**config.mk**
```make
export PLATFORM = sky130hd
export DESIGN_NAME = psi_top
export DESIGN_NICKNAME = d
export VERILOG_FILES = /design/src/psi_pkg.sv /design/src/psi_top.sv
export VERILOG_INCLUDE_DIRS = /design/src
export SDC_FILE = /design/constraint.sdc
export NUM_CORES = 1
export LEC_CHECK = 0
export ABC_AREA = 1
export BUFFER_PORTS_ARGS = -buffer_cell sky130_fd_sc_hd__buf_2
export CORE_UTILIZATION = 50
export DETAILED_ROUTE_END_ITERATION = 10
export HOLD_SLACK_MARGIN = 0.15
export PLACE_DENSITY = 0.88
export REMOVE_ABC_BUFFERS = 1
export SLEW_MARGIN = 20
export SYNTH_ARGS = -nofsm -noshare
export SYNTH_HDL_FRONTEND = slang
export SYNTH_SLANG_ARGS = --single-unit
```
**constraint.sdc**
```tcl
create_clock -name sys_clk -period 1.85 [get_ports sys_clk]
set_input_delay 0.185 -clock sys_clk [delete_from_list [all_inputs] [get_ports sys_clk]]
set_output_delay 0.185 -clock sys_clk [all_outputs]
set_load 0.1 [all_outputs]
```
**src/psi_regs.svh**
```systemverilog
`ifndef PSI_REGS_SVH
`define PSI_REGS_SVH

// register indices; byte address is four times the index
`define PSI_IDX_BASIC_STATUS 8'h01
`define PSI_IDX_STATUS_SUMMARY 8'h10
`define PSI_IDX_INT_CONTROL 8'h11
`define PSI_IDX_EVENT_STATUS 8'h12
`define PSI_IDX_IRQ_STATUS 8'h18
`define PSI_IDX_IRQ_MASK 8'h19

// interrupt control fields
`define PSI_ICR_OUT_SEL 0
`define PSI_ICR_EVT_EN 1
`define PSI_ICR_TEST_INT 2
`define PSI_ICR_WIDTH 3
`define PSI_ICR_RESET 3'h0

// event vector width and reset values
`define PSI_EVT_WIDTH 8
`define PSI_EVT_RESET 8'h00
`define PSI_EN_RESET 8'h00
`define PSI_MASK_RESET 8'h00

// basic status field positions
`define PSI_BSR_JABBER 1
`define PSI_BSR_LINK 2
`define PSI_BSR_REMOTE_FAULT 4

// bus responses
`define PSI_RESP_OKAY 2'h0
`define PSI_RESP_SLVERR 2'h2

`endif

```
**src/psi_pkg.sv**
```systemverilog
package psi_pkg;

  // live status levels from the transceiver core
  typedef struct packed {
    logic remote_fault;
    logic jabber;
    logic an_complete;
    logic loopback;
    logic full_duplex;
    logic speed10;
    logic link_up;
  } psi_phy_stat_t;

  // event sources that are not derived from the status levels
  typedef struct packed {
    logic lq_event;
    logic energy_detect;
    logic fc_half_full;
    logic rx_half_full;
  } psi_evt_src_t;

  // held write request
  typedef struct packed {
    logic [7:0] addr;
    logic [31:0] data;
    logic [3:0] strb;
  } psi_wr_req_t;

endpackage

```
**src/psi_top.sv**
```systemverilog
`include "psi_regs.svh"

// Summary of operation
// remote fault latches on partner fault; cleared by basic status read or reset
// jabber bit mirrors basic status jabber; summary read leaves it alone
// auto-negotiation complete bit follows the core, zero after reset
// loopback bit reads one while loopback is enabled
// duplex bit reads one for full duplex, from negotiation or forcing
// software trusts duplex and speed only with link and settled negotiation
// speed bit reads one at 10 Mb/s, zero at 100 Mb/s
// link bit mirrors basic status link; summary read leaves it alone
// control bits 15:3 ignore writes and read zero
// test interrupt bit forces the interrupt while set
// global enable gates event interrupts with per-event enables
// output select makes shared pin an interrupt output, else power-down input
// eight event sources each with its own enable bit
// event flags clear when event status register is read
// event flags set even when their interrupt is disabled
// summary bit 7 shows pending interrupt, cleared via event status read
// pin asserts when selected and test or enabled pending event exists
module psi_top #(
  parameter int ADDR_W = 8
) (
  // clock and reset
  input wire logic sys_clk,
  input wire logic rst_b,
  // axi4-lite write address
  input wire logic [ADDR_W-1:0] s_axi_awaddr,
  input wire logic s_axi_awvalid,
  output logic s_axi_awready,
  // axi4-lite write data
  input wire logic [31:0] s_axi_wdata,
  input wire logic [3:0] s_axi_wstrb,
  input wire logic s_axi_wvalid,
  output logic s_axi_wready,
  // axi4-lite write response
  output logic [1:0] s_axi_bresp,
  output logic s_axi_bvalid,
  input wire logic s_axi_bready,
  // axi4-lite read address
  input wire logic [ADDR_W-1:0] s_axi_araddr,
  input wire logic s_axi_arvalid,
  output logic s_axi_arready,
  // axi4-lite read data
  output logic [31:0] s_axi_rdata,
  output logic [1:0] s_axi_rresp,
  output logic s_axi_rvalid,
  input wire logic s_axi_rready,
  // transceiver core status and events
  input wire psi_pkg::psi_phy_stat_t phy_stat,
  input wire psi_pkg::psi_evt_src_t evt_src,
  // shared power-down / interrupt pin
  input wire logic powerdown_or_interrupt_pin_i,
  output logic powerdown_or_interrupt_pin_o,
  output logic powerdown_or_interrupt_pin_oe,
  // power-down request from the pin, active high
  output logic powerdown_req,
  // software interrupt
  output logic irq
);

  // address decode shared by the read and write paths
  // low address bits must be zero: a misaligned access misses every
  // register and gets an error response
  function automatic logic hit(input logic [ADDR_W-1:0] addr,
                               input logic [7:0] idx);
    hit = (addr[ADDR_W-1:2] == idx[ADDR_W-3:0]) && (addr[1:0] == 2'h0);
  endfunction

  // bus state
  logic aw_full_reg, aw_full_next;
  logic w_full_reg, w_full_next;
  logic awready_reg, wready_reg, bvalid_reg, bvalid_next;
  logic [1:0] bresp_reg, bresp_next;
  logic arready_reg, rvalid_reg, rvalid_next;
  logic [31:0] rdata_reg;
  logic [1:0] rresp_reg;
  psi_pkg::psi_wr_req_t wr_req_reg, wr_req_next;

  // register state
  logic [`PSI_ICR_WIDTH-1:0] icr_reg, icr_next;
  logic [`PSI_EVT_WIDTH-1:0] evt_reg, evt_next;
  logic [`PSI_EVT_WIDTH-1:0] en_reg, en_next;
  logic [`PSI_EVT_WIDTH-1:0] irq_st_reg, irq_st_next;
  logic [`PSI_EVT_WIDTH-1:0] mask_reg, mask_next;
  logic rf_reg, rf_next;
  logic [6:0] prev_reg;
  logic irq_reg, pin_o_reg, pin_oe_reg, pd_req_reg;
  logic pin_s1_reg, pin_s2_reg;

  // handshakes
  // wr_do waits for a free response slot, so a new write can never
  // overwrite a response the master has not taken yet
  wire aw_fire = s_axi_awvalid & awready_reg;
  wire w_fire = s_axi_wvalid & wready_reg;
  wire ar_fire = s_axi_arvalid & arready_reg;
  wire wr_do = aw_full_reg & w_full_reg & ~bvalid_reg;

  // write request capture, address and data in either order
  always_comb begin
    wr_req_next = wr_req_reg;
    if (aw_fire) begin
      wr_req_next.addr = s_axi_awaddr[7:0];
    end
    if (w_fire) begin
      wr_req_next.data = s_axi_wdata;
      wr_req_next.strb = s_axi_wstrb;
    end
  end

  // write slot bookkeeping
  // each slot holds one item and its ready drops once it fills, so the
  // master may hand over address and data in either order
  assign aw_full_next = (aw_full_reg | aw_fire) & ~wr_do;
  assign w_full_next = (w_full_reg | w_fire) & ~wr_do;
  assign bvalid_next = wr_do | (bvalid_reg & ~s_axi_bready);

  // write decode of the held request
  wire [ADDR_W-1:0] wa = wr_req_reg.addr[ADDR_W-1:0];
  wire wr_bsr = wr_do & hit(wa, `PSI_IDX_BASIC_STATUS);
  wire wr_sum = wr_do & hit(wa, `PSI_IDX_STATUS_SUMMARY);
  wire wr_icr = wr_do & hit(wa, `PSI_IDX_INT_CONTROL);
  wire wr_evt = wr_do & hit(wa, `PSI_IDX_EVENT_STATUS);
  wire wr_ist = wr_do & hit(wa, `PSI_IDX_IRQ_STATUS);
  wire wr_msk = wr_do & hit(wa, `PSI_IDX_IRQ_MASK);
  wire wr_hit = wr_bsr | wr_sum | wr_icr | wr_evt | wr_ist | wr_msk;
  wire lane0 = wr_req_reg.strb[0];
  wire [7:0] wbyte = wr_req_reg.data[7:0];

  // response code, unmapped writes get slverr
  assign bresp_next = wr_do ? (wr_hit ? `PSI_RESP_OKAY : `PSI_RESP_SLVERR)
                            : bresp_reg;

  // read decode at the address handshake
  // decoding at the handshake edge makes clear-on-read act once per read,
  // in the same edge that captures the old value into rdata
  wire rd_bsr = ar_fire & hit(s_axi_araddr, `PSI_IDX_BASIC_STATUS);
  wire rd_sum = ar_fire & hit(s_axi_araddr, `PSI_IDX_STATUS_SUMMARY);
  wire rd_icr = ar_fire & hit(s_axi_araddr, `PSI_IDX_INT_CONTROL);
  wire rd_evt = ar_fire & hit(s_axi_araddr, `PSI_IDX_EVENT_STATUS);
  wire rd_ist = ar_fire & hit(s_axi_araddr, `PSI_IDX_IRQ_STATUS);
  wire rd_msk = ar_fire & hit(s_axi_araddr, `PSI_IDX_IRQ_MASK);
  wire rd_hit = rd_bsr | rd_sum | rd_icr | rd_evt | rd_ist | rd_msk;
  assign rvalid_next = ar_fire | (rvalid_reg & ~s_axi_rready);

  // event detection from the previous status sample
  // prev_reg resets to zero, so a level already high when reset ends
  // shows up as a change or rise on the first edge
  wire [6:0] prev_now = {phy_stat.link_up, phy_stat.speed10,
                         phy_stat.full_duplex, phy_stat.an_complete,
                         evt_src.energy_detect, evt_src.fc_half_full,
                         evt_src.rx_half_full};
  wire link_chg = prev_now[6] ^ prev_reg[6];
  wire spd_chg = prev_now[5] ^ prev_reg[5];
  wire dup_chg = prev_now[4] ^ prev_reg[4];
  wire anc_rise = prev_now[3] & ~prev_reg[3];
  wire ed_chg = prev_now[2] ^ prev_reg[2];
  wire fhf_rise = prev_now[1] & ~prev_reg[1];
  wire rhf_rise = prev_now[0] & ~prev_reg[0];

  // event vector, bit 7 down to 0: lq, ed, link, spd, dup, anc, fhf, rhf
  wire [`PSI_EVT_WIDTH-1:0] ev_set = {evt_src.lq_event, ed_chg, link_chg,
                                      spd_chg, dup_chg, anc_rise,
                                      fhf_rise, rhf_rise};

  // event flags: set always, clear on read, set wins
  // an event in the edge of a read is kept: the read returns the old
  // flags and the new one stays pending for the next read
  assign evt_next = (evt_reg & ~{`PSI_EVT_WIDTH{rd_evt}}) | ev_set;

  // per-event enables in the low byte of the event register
  assign en_next = (wr_evt & lane0) ? wbyte : en_reg;

  // interrupt control, only the low three bits are stored
  // upper write data has nowhere to go, so reserved bits cannot stick
  assign icr_next = (wr_icr & lane0) ? wbyte[`PSI_ICR_WIDTH-1:0]
                                     : icr_reg;

  // remote fault latch, cleared by a basic status read, set wins
  // a one-cycle fault notice must stay visible until software has read
  // the basic status word
  assign rf_next = (rf_reg & ~rd_bsr) | phy_stat.remote_fault;

  // sticky software interrupt status, write one to clear, set wins
  // this status and mask pair feeds irq only and is independent of the
  // pin path, so software may poll one while the other is in use
  wire [`PSI_EVT_WIDTH-1:0] ist_clr = (wr_ist & lane0) ? wbyte
                                                        : `PSI_EVT_RESET;
  assign irq_st_next = (irq_st_reg & ~ist_clr) | ev_set;
  assign mask_next = (wr_msk & lane0) ? wbyte : mask_reg;

  // pending interrupt: forced by test bit or enabled pending events
  // pending is combinational so a summary read shows it at once; the
  // registered pin follows one cycle later
  wire test_on = icr_reg[`PSI_ICR_TEST_INT];
  wire evt_ok = icr_reg[`PSI_ICR_EVT_EN] & |(evt_reg & en_reg);
  wire pending = test_on | evt_ok;
  wire out_sel = icr_reg[`PSI_ICR_OUT_SEL];

  // summary register image, upper bits read zero
  wire [31:0] sum_word = {24'h000000, pending, rf_reg,
                          phy_stat.jabber,
                          phy_stat.an_complete,
                          phy_stat.loopback,
                          phy_stat.full_duplex,
                          phy_stat.speed10,
                          phy_stat.link_up};

  // basic status image
  logic [31:0] bsr_word;
  always_comb begin
    bsr_word = 32'h00000000;
    bsr_word[`PSI_BSR_JABBER] = phy_stat.jabber;
    bsr_word[`PSI_BSR_LINK] = phy_stat.link_up;
    bsr_word[`PSI_BSR_REMOTE_FAULT] = rf_reg;
  end

  // read data selection
  wire [31:0] icr_word = {29'h0000000, icr_reg};
  wire [31:0] evt_word = {16'h0000, evt_reg, en_reg};
  wire [31:0] ist_word = {24'h000000, irq_st_reg};
  wire [31:0] msk_word = {24'h000000, mask_reg};
  wire [31:0] rd_word = rd_bsr ? bsr_word :
                        rd_sum ? sum_word :
                        rd_icr ? icr_word :
                        rd_evt ? evt_word :
                        rd_ist ? ist_word :
                        rd_msk ? msk_word : 32'h00000000;
  wire [1:0] rd_resp = rd_hit ? `PSI_RESP_OKAY : `PSI_RESP_SLVERR;

  // write channel flops
  always_ff @(posedge sys_clk or negedge rst_b) begin
    if (!rst_b) begin
      aw_full_reg <= 1'b0;
      w_full_reg <= 1'b0;
      awready_reg <= 1'b0;
      wready_reg <= 1'b0;
      bvalid_reg <= 1'b0;
      bresp_reg <= `PSI_RESP_OKAY;
      wr_req_reg <= '0;
    end else begin
      aw_full_reg <= aw_full_next;
      w_full_reg <= w_full_next;
      awready_reg <= ~aw_full_next & ~bvalid_next;
      wready_reg <= ~w_full_next & ~bvalid_next;
      bvalid_reg <= bvalid_next;
      bresp_reg <= bresp_next;
      wr_req_reg <= wr_req_next;
    end
  end

  // read channel flops
  // rdata loads only on the handshake, so it stands unchanged while
  // rvalid waits for rready
  always_ff @(posedge sys_clk or negedge rst_b) begin
    if (!rst_b) begin
      arready_reg <= 1'b0;
      rvalid_reg <= 1'b0;
      rdata_reg <= 32'h00000000;
      rresp_reg <= `PSI_RESP_OKAY;
    end else begin
      arready_reg <= ~rvalid_next;
      rvalid_reg <= rvalid_next;
      if (ar_fire) begin
        rdata_reg <= rd_word;
        rresp_reg <= rd_resp;
      end
    end
  end

  // control and status registers
  always_ff @(posedge sys_clk or negedge rst_b) begin
    if (!rst_b) begin
      icr_reg <= `PSI_ICR_RESET;
      evt_reg <= `PSI_EVT_RESET;
      en_reg <= `PSI_EN_RESET;
      irq_st_reg <= `PSI_EVT_RESET;
      mask_reg <= `PSI_MASK_RESET;
      rf_reg <= 1'b0;
    end else begin
      icr_reg <= icr_next;
      evt_reg <= evt_next;
      en_reg <= en_next;
      irq_st_reg <= irq_st_next;
      mask_reg <= mask_next;
      rf_reg <= rf_next;
    end
  end

  // previous status sample; first edge after reset compares against zero
  always_ff @(posedge sys_clk or negedge rst_b) begin
    if (!rst_b) begin
      prev_reg <= 7'h00;
    end else begin
      prev_reg <= prev_now;
    end
  end

  // pin input synchroniser, active-low power-down level on the pin
  // both stages reset to the idle high level so no false power-down
  // request follows reset; only the second stage feeds logic
  always_ff @(posedge sys_clk or negedge rst_b) begin
    if (!rst_b) begin
      pin_s1_reg <= 1'b1;
      pin_s2_reg <= 1'b1;
    end else begin
      pin_s1_reg <= powerdown_or_interrupt_pin_i;
      pin_s2_reg <= pin_s1_reg;
    end
  end

  // shared pin direction and level, interrupt driven active low
  // direction and level change on the same edge, so the pin is never
  // driven with a stale level when the direction flips
  always_ff @(posedge sys_clk or negedge rst_b) begin
    if (!rst_b) begin
      pin_oe_reg <= 1'b0;
      pin_o_reg <= 1'b1;
      pd_req_reg <= 1'b0;
      irq_reg <= 1'b0;
    end else begin
      pin_oe_reg <= out_sel;
      pin_o_reg <= ~(out_sel & pending);
      pd_req_reg <= ~out_sel & ~pin_s2_reg;
      irq_reg <= |(irq_st_next & mask_next);
    end
  end

  // outputs straight from flops
  assign s_axi_awready = awready_reg;
  assign s_axi_wready = wready_reg;
  assign s_axi_bresp = bresp_reg;
  assign s_axi_bvalid = bvalid_reg;
  assign s_axi_arready = arready_reg;
  assign s_axi_rdata = rdata_reg;
  assign s_axi_rresp = rresp_reg;
  assign s_axi_rvalid = rvalid_reg;
  assign powerdown_or_interrupt_pin_o = pin_o_reg;
  assign powerdown_or_interrupt_pin_oe = pin_oe_reg;
  assign powerdown_req = pd_req_reg;
  assign irq = irq_reg;

endmodule

```
* Yosys cells after proc, flatten, opt, wreduce, memory -nomap -nowiden
Cells that the tools add are included.
** Cells by class
- Bitwise gates (word level) :: 77
- Eq/ne operators :: 12
- Reductions and logical operators :: 16
- Multiplexer cells :: 10
** Operator list (number)
- 16-bit two-way mux :: 4
- 6-bit by 5-bit == test with 1-bit output, second input constant :: 10
- 1-bit bitwise AND :: 34
- 8-bit bitwise AND :: 4
- 8-bit two-way mux :: 4
- 8-bit inverter :: 2
- 1-bit bitwise OR :: 16
- 8-bit bitwise OR :: 2
- 8-bit OR reduction :: 2
- 1-bit inverter :: 15
- 6-bit by 1-bit == test with 1-bit output, second input constant :: 2
- 1-bit logical AND :: 12
- 2-bit zero test :: 2
- 2-bit two-way mux :: 2
- 1-bit XOR :: 4
** Word-level totals
- Output and inout bits :: 45
- Register bits after elaboration :: 109
- Logic and storage cells :: 141

* Depth between registers and ports, before layout
- Depth after elaboration :: 10
- Gate-level depth with buffers :: 12

* Worst setup path before layout
No wires, ideal clock.
- Kind :: register to register
- From :: reg arready_reg (netlist: s_axi_arready)
- To :: reg rdata_reg[3] (netlist: s_axi_rdata[3])
- Data required time :: 1.720 ns
- Setup time :: 0.130 ns
- Stages on the path, launching flop included :: 10
- Slack :: -0.357 ns
- Path buffers :: 0
- Period minus slack after synthesis :: 2.207 ns
- Arrival :: 2.076 ns
- Cell sequence :: dfrtp_1 -> nand2_1 -> inv_1 -> nand2_1 -> nor2_4 -> nand2_2 -> inv_1 -> nor2_1 -> o211ai_1 -> nand3_1
** On the way
- Cells in the longest elaborated chain, start to end :: 8
- Elaborated cells on any way between the ends :: 13
- Those cells by class :: 6 x mux; 7 x bitwise
** RTL lines
- from (decl) :: RTL line psi_top.sv:75 : logic arready_reg, rvalid_reg, rvalid_next;
- from (signal assigned) :: RTL line psi_top.sv:262 : arready_reg <= ~rvalid_next;
- 1-bit bitwise AND * :: RTL line psi_top.sv:96 : wire ar_fire = s_axi_arvalid & arready_reg;
- 1-bit bitwise AND :: RTL line psi_top.sv:142 : wire rd_msk = ar_fire & hit(s_axi_araddr, `PSI_IDX_IRQ_MASK);
- 8-bit two-way mux :: RTL line psi_top.sv:228 : rd_msk ? msk_word : 32'h00000000;
- 8-bit two-way mux :: RTL line psi_top.sv:227 : rd_ist ? ist_word :
- 16-bit two-way mux :: RTL line psi_top.sv:226 : rd_evt ? evt_word :
- 16-bit two-way mux :: RTL line psi_top.sv:225 : rd_icr ? icr_word :
- 16-bit two-way mux :: RTL line psi_top.sv:224 : rd_sum ? sum_word :
- 16-bit two-way mux :: RTL line psi_top.sv:223 : wire [31:0] rd_word = rd_bsr ? bsr_word :
- to (signal assigned) :: RTL line psi_top.sv:265 : rdata_reg <= rd_word;
- to (decl) :: RTL line psi_top.sv:76 : logic [31:0] rdata_reg;
Every way passes the cells marked *; elsewhere a longest branch is shown, timed or not.
A chain may end at the register's enable or synchronous reset.

* Worst setup path after layout
- From :: reg bvalid_reg (netlist: s_axi_bvalid)
- To :: reg irq_reg (netlist: irq)
** On the way
- Cells in the longest elaborated chain, start to end :: 10
- Elaborated cells on any way between the ends :: 13
- Those cells by class :: 2 x mux; 10 x bitwise; 1 x reduce/logical
** RTL lines
- from (decl) :: RTL line psi_top.sv:73 : logic awready_reg, wready_reg, bvalid_reg, bvalid_next;
- from (signal assigned) :: RTL line psi_top.sv:246 : bvalid_reg <= bvalid_next;
- 1-bit inverter :: RTL line psi_top.sv:97 : wire wr_do = aw_full_reg & w_full_reg & ~bvalid_reg;
- 1-bit bitwise AND :: RTL line psi_top.sv:97
- 1-bit bitwise AND :: RTL line psi_top.sv:124 : wire wr_ist = wr_do & hit(wa, `PSI_IDX_IRQ_STATUS);
- 1-bit bitwise AND :: RTL line psi_top.sv:187 : wire [`PSI_EVT_WIDTH-1:0] ist_clr = (wr_ist & lane0) ? wbyte
- 8-bit two-way mux (no source line)
- 8-bit inverter :: RTL line psi_top.sv:189 : assign irq_st_next = (irq_st_reg & ~ist_clr) | ev_set;
- 8-bit bitwise AND :: RTL line psi_top.sv:189
- 8-bit bitwise OR :: RTL line psi_top.sv:189
- via irq_st_next[4] :: RTL line psi_top.sv:84 : logic [`PSI_EVT_WIDTH-1:0] irq_st_reg, irq_st_next;
- 8-bit bitwise AND :: RTL line psi_top.sv:325 : irq_reg <= |(irq_st_next & mask_next);
- 8-bit OR reduction :: RTL line psi_top.sv:325
- to (signal assigned) :: RTL line psi_top.sv:325
- to (decl) :: RTL line psi_top.sv:88 : logic irq_reg, pin_o_reg, pin_oe_reg, pd_req_reg;
The timed path passes the listed nets, and every way through them passes these cells.

==> impl_metrics.yaml <==
outcome:
  status: "finished clean"
synth:
  synth-seq-cells: 91
  synth_warnings: 0
  syn-mean-instance-area_sq_um: 8.62
  synthCells: 486
  seq_area_frac_synth_pct: 54.5
  yosysUniqueCellTypes: 32
  syn_area_sq_mm: 0.00419
sta:
  maxSlewHeadroom_pct: 66.2
  holdWs_ps: 191
  setup_viol_count_final: 0
  slew_violations: 0
  max_freq_ghz: 0.586
  clock_skew_ps: 13.5
  finalCriticalPeriod_ps: 1710
  post-route-period-util_pct: 92.2
  worst_slew_pin_slew_ps: 507
  setup_slack_ps: 145
  finalHoldViolCount: 0
global_routing:
  grt_pass1_vias: 3554
  grt_overflow: 0
  grt_pass1_wl_mm: 16.0
  antenna_found_initial: 0
  grtUsageTotal_pct: 23.9
  grt_start_max_net_pins: 59
worst_setup_path:
  crit_path_end_kind: "flip-flop"
  crit_required_ps: 2100
  reg2reg_slack_ps: 140
  critPathMaxFanout: 8
  cp.arrival_ps: 1960
  criticalPathCategory: "flip-flop to flip-flop"
  start_kind: "flip-flop"
floorplan:
  start_util_pct: 51.2
  io-pin-count: 116
  die_area_sq_mm: 0.00875
  core_area_sq_mm: 0.00818
  num_rows: 33
  die_w_um: 93.5
  die_h_um: 93.5
final_layout:
  diodes: 0
  layout_commonest_cell: "nand2_1"
  layout_common_cells: "nand2_1, dfrtp_1, buf_2, inv_1, o21ai_0"
  layout-drive-gt1-share_pct: 21.9
  nNetsFinal: 678
  area_growth_syn_to_layout_pct: 24.4
  largest_reg_flops: 16
  final_core_util_pct: 63.7
power_and_ir_drop:
  ir_drop_mv: 1.27
  leakagePower_nw: 2.67
  power_per_cell_area_mw_per_mm2: 1060
placed_design:
  dp_hpwl_mm: 6.99
  port_buffers: 70
  post-place-ws_ps: 143
  globalplace.congestion: 0.898
route:
  wl_per_cell_um: 13.4
  wl_mm: 9.62
  drt-initial-drc-count: 290
  dr.pass1.iters: 5
  postRouteAntennaNets: 0
  vias: 3631
  drc_errors: 0
  avgViaCountPerCell: 5.06
clock_tree:
  clkLatencyLatePin_ps: 360
  clockBufferDepth: 2
  numClockSinks: 91
  clockRootBuffer: "clkbuf_8"
  cts.clk_slew.worst_paths_ps: 90
  htree_levels: 3
  numCtsBuffers: 9
  tritoncts: "built"
run:
  maxCapViolCount: 0
hold_path:
  min_path_type: "input pin to flip-flop"
layer usage:
layer	track usage, %	up-vias	routed length (um)
li1	-	1762	-
met3	4.72	15	553
met4	7.69	0	142
met2	42.1	157	4900
met5	0	-	0
met1	29.3	1697	4030
final timing paths:
kind                                         from                                      to  cells past startpoint
hold / removal                      s_axi_awvalid                       wa[0]$_DFFE_PN0P_                      4
hold reg to reg              pin_s1_reg$_DFF_PN1_                    pin_s2_reg$_DFF_PN1_                      0
setup / recovery           s_axi_bvalid$_DFF_PN0_                           irq$_DFF_PN0_                     11
max in group asynchronous                   rst_b  powerdown_or_interrupt_pin_o$_DFF_PN1_                      3
setup reg to reg           s_axi_bvalid$_DFF_PN0_                           irq$_DFF_PN0_                     11
min in group asynchronous                   rst_b                  s_axi_rvalid$_DFF_PN0_                      3
timing repair:
| item | 4_1_cts | 5_1_grt |
|---|---|---|
| resized for setup | 0 | 4 |
| hold buffers | 33 | 0 |
| endpoints found under the hold margin | 129 | 0 |
| setup endpoints to repair | 0 | 11 |
| buffers inserted | 0 | 5 |
kinds of logic (layout without fill, tap and decap cells):
kind of cell / after synthesis / in the layout / synth area share [%]
xor gates and xnor gates: 4 / 4 / 0.836
DFF: 91 / 91 / 54.5
AOI/OAI and AO/OA: 71 / 71 / 9.50
buffers and inverters: 77 / 186 / 8.90
other: 1 / 18 / 0.0895
and+or+nand+nor: 242 / 242 / 26.2
synthesized netlist by cell type:
cell,instances,share of area [%]
a22oi_1,2,0.36
inv_1,50,4.5
nor2_1,31,2.8
o211ai_1,2,0.36
o21ai_0,42,5.0
nand4_2,1,0.30
nand2_2,3,0.45
nor3_4,2,0.78
conb_1,1,0.090
a21oi_1,8,0.96
nor2_2,8,1.2
buf_4,18,3.2
nor2_4,3,0.81
o21ai_2,8,1.7
nand3_2,2,0.48
dfstp_2,3,1.9
buf_6,2,0.54
clkinv_1,1,0.090
nand3b_1,1,0.18
nand4_1,13,1.9
nor3b_1,1,0.18
nor4_1,1,0.15
nand2_1,146,13
o21ai_1,8,0.96
clkbuf_1,5,0.45
buf_2,1,0.12
nand3_1,23,2.7
o21bai_1,1,0.18
xnor2_1,4,0.84
dfrtp_1,88,53
nand3_4,1,0.42
nor3_1,6,0.72
layout make-up:
class / instances / area (sq um)
Fill cell: 689 / 2970
Sequential cell: 91 / 2280
Multi-Input combinational cell: 335 / 1610
Timing Repair Buffer: 119 / 816
Inverter: 51 / 191
Tap cell: 105 / 131
Clock buffer: 10 / 128
Clock inverter: 6 / 50.0
power breakdown:
| group | internal, mW | leakage (nW) | switching (mW) | total, mW |
|---|---|---|---|---|
| registers | 2.30 | 1.11 | 0.259 | 2.56 |
| clock network | 0.500 | 0.0831 | 0.712 | 1.21 |
| logic | 0.416 | 1.48 | 1.32 | 1.74 |
through the flow:
| stage | total power, mW | TNS [ps] | std cells | area (sq um) |
|---|---|---|---|---|
| after floorplan | 3.79 | -16090 | 477 | 4070 |
| after global placement | 4.14 | 0 | 663 | 4650 |
| after detailed placement | 4.22 | 0 | 663 | 4650 |
| after CTS | 5.49 | 0 | 712 | 5160 |
| after global routing | 5.80 | -16.0 | 717 | 5210 |
| final | 5.51 | 0 | 717 | 5210 |
critical path, stage by stage, from the launching register on:
cell,delay [ps]
dfrtp_1,400
inv_1,90
nand3_2,180
nor2_4,170
buf_4,170
nand4_1,140
nand2_1,100
nand2_1,70
nand2_1,80
nand2_1,50
nor2_1,90
nand2_1,60
Note: power is estimated with default switching activity, not from simulation.
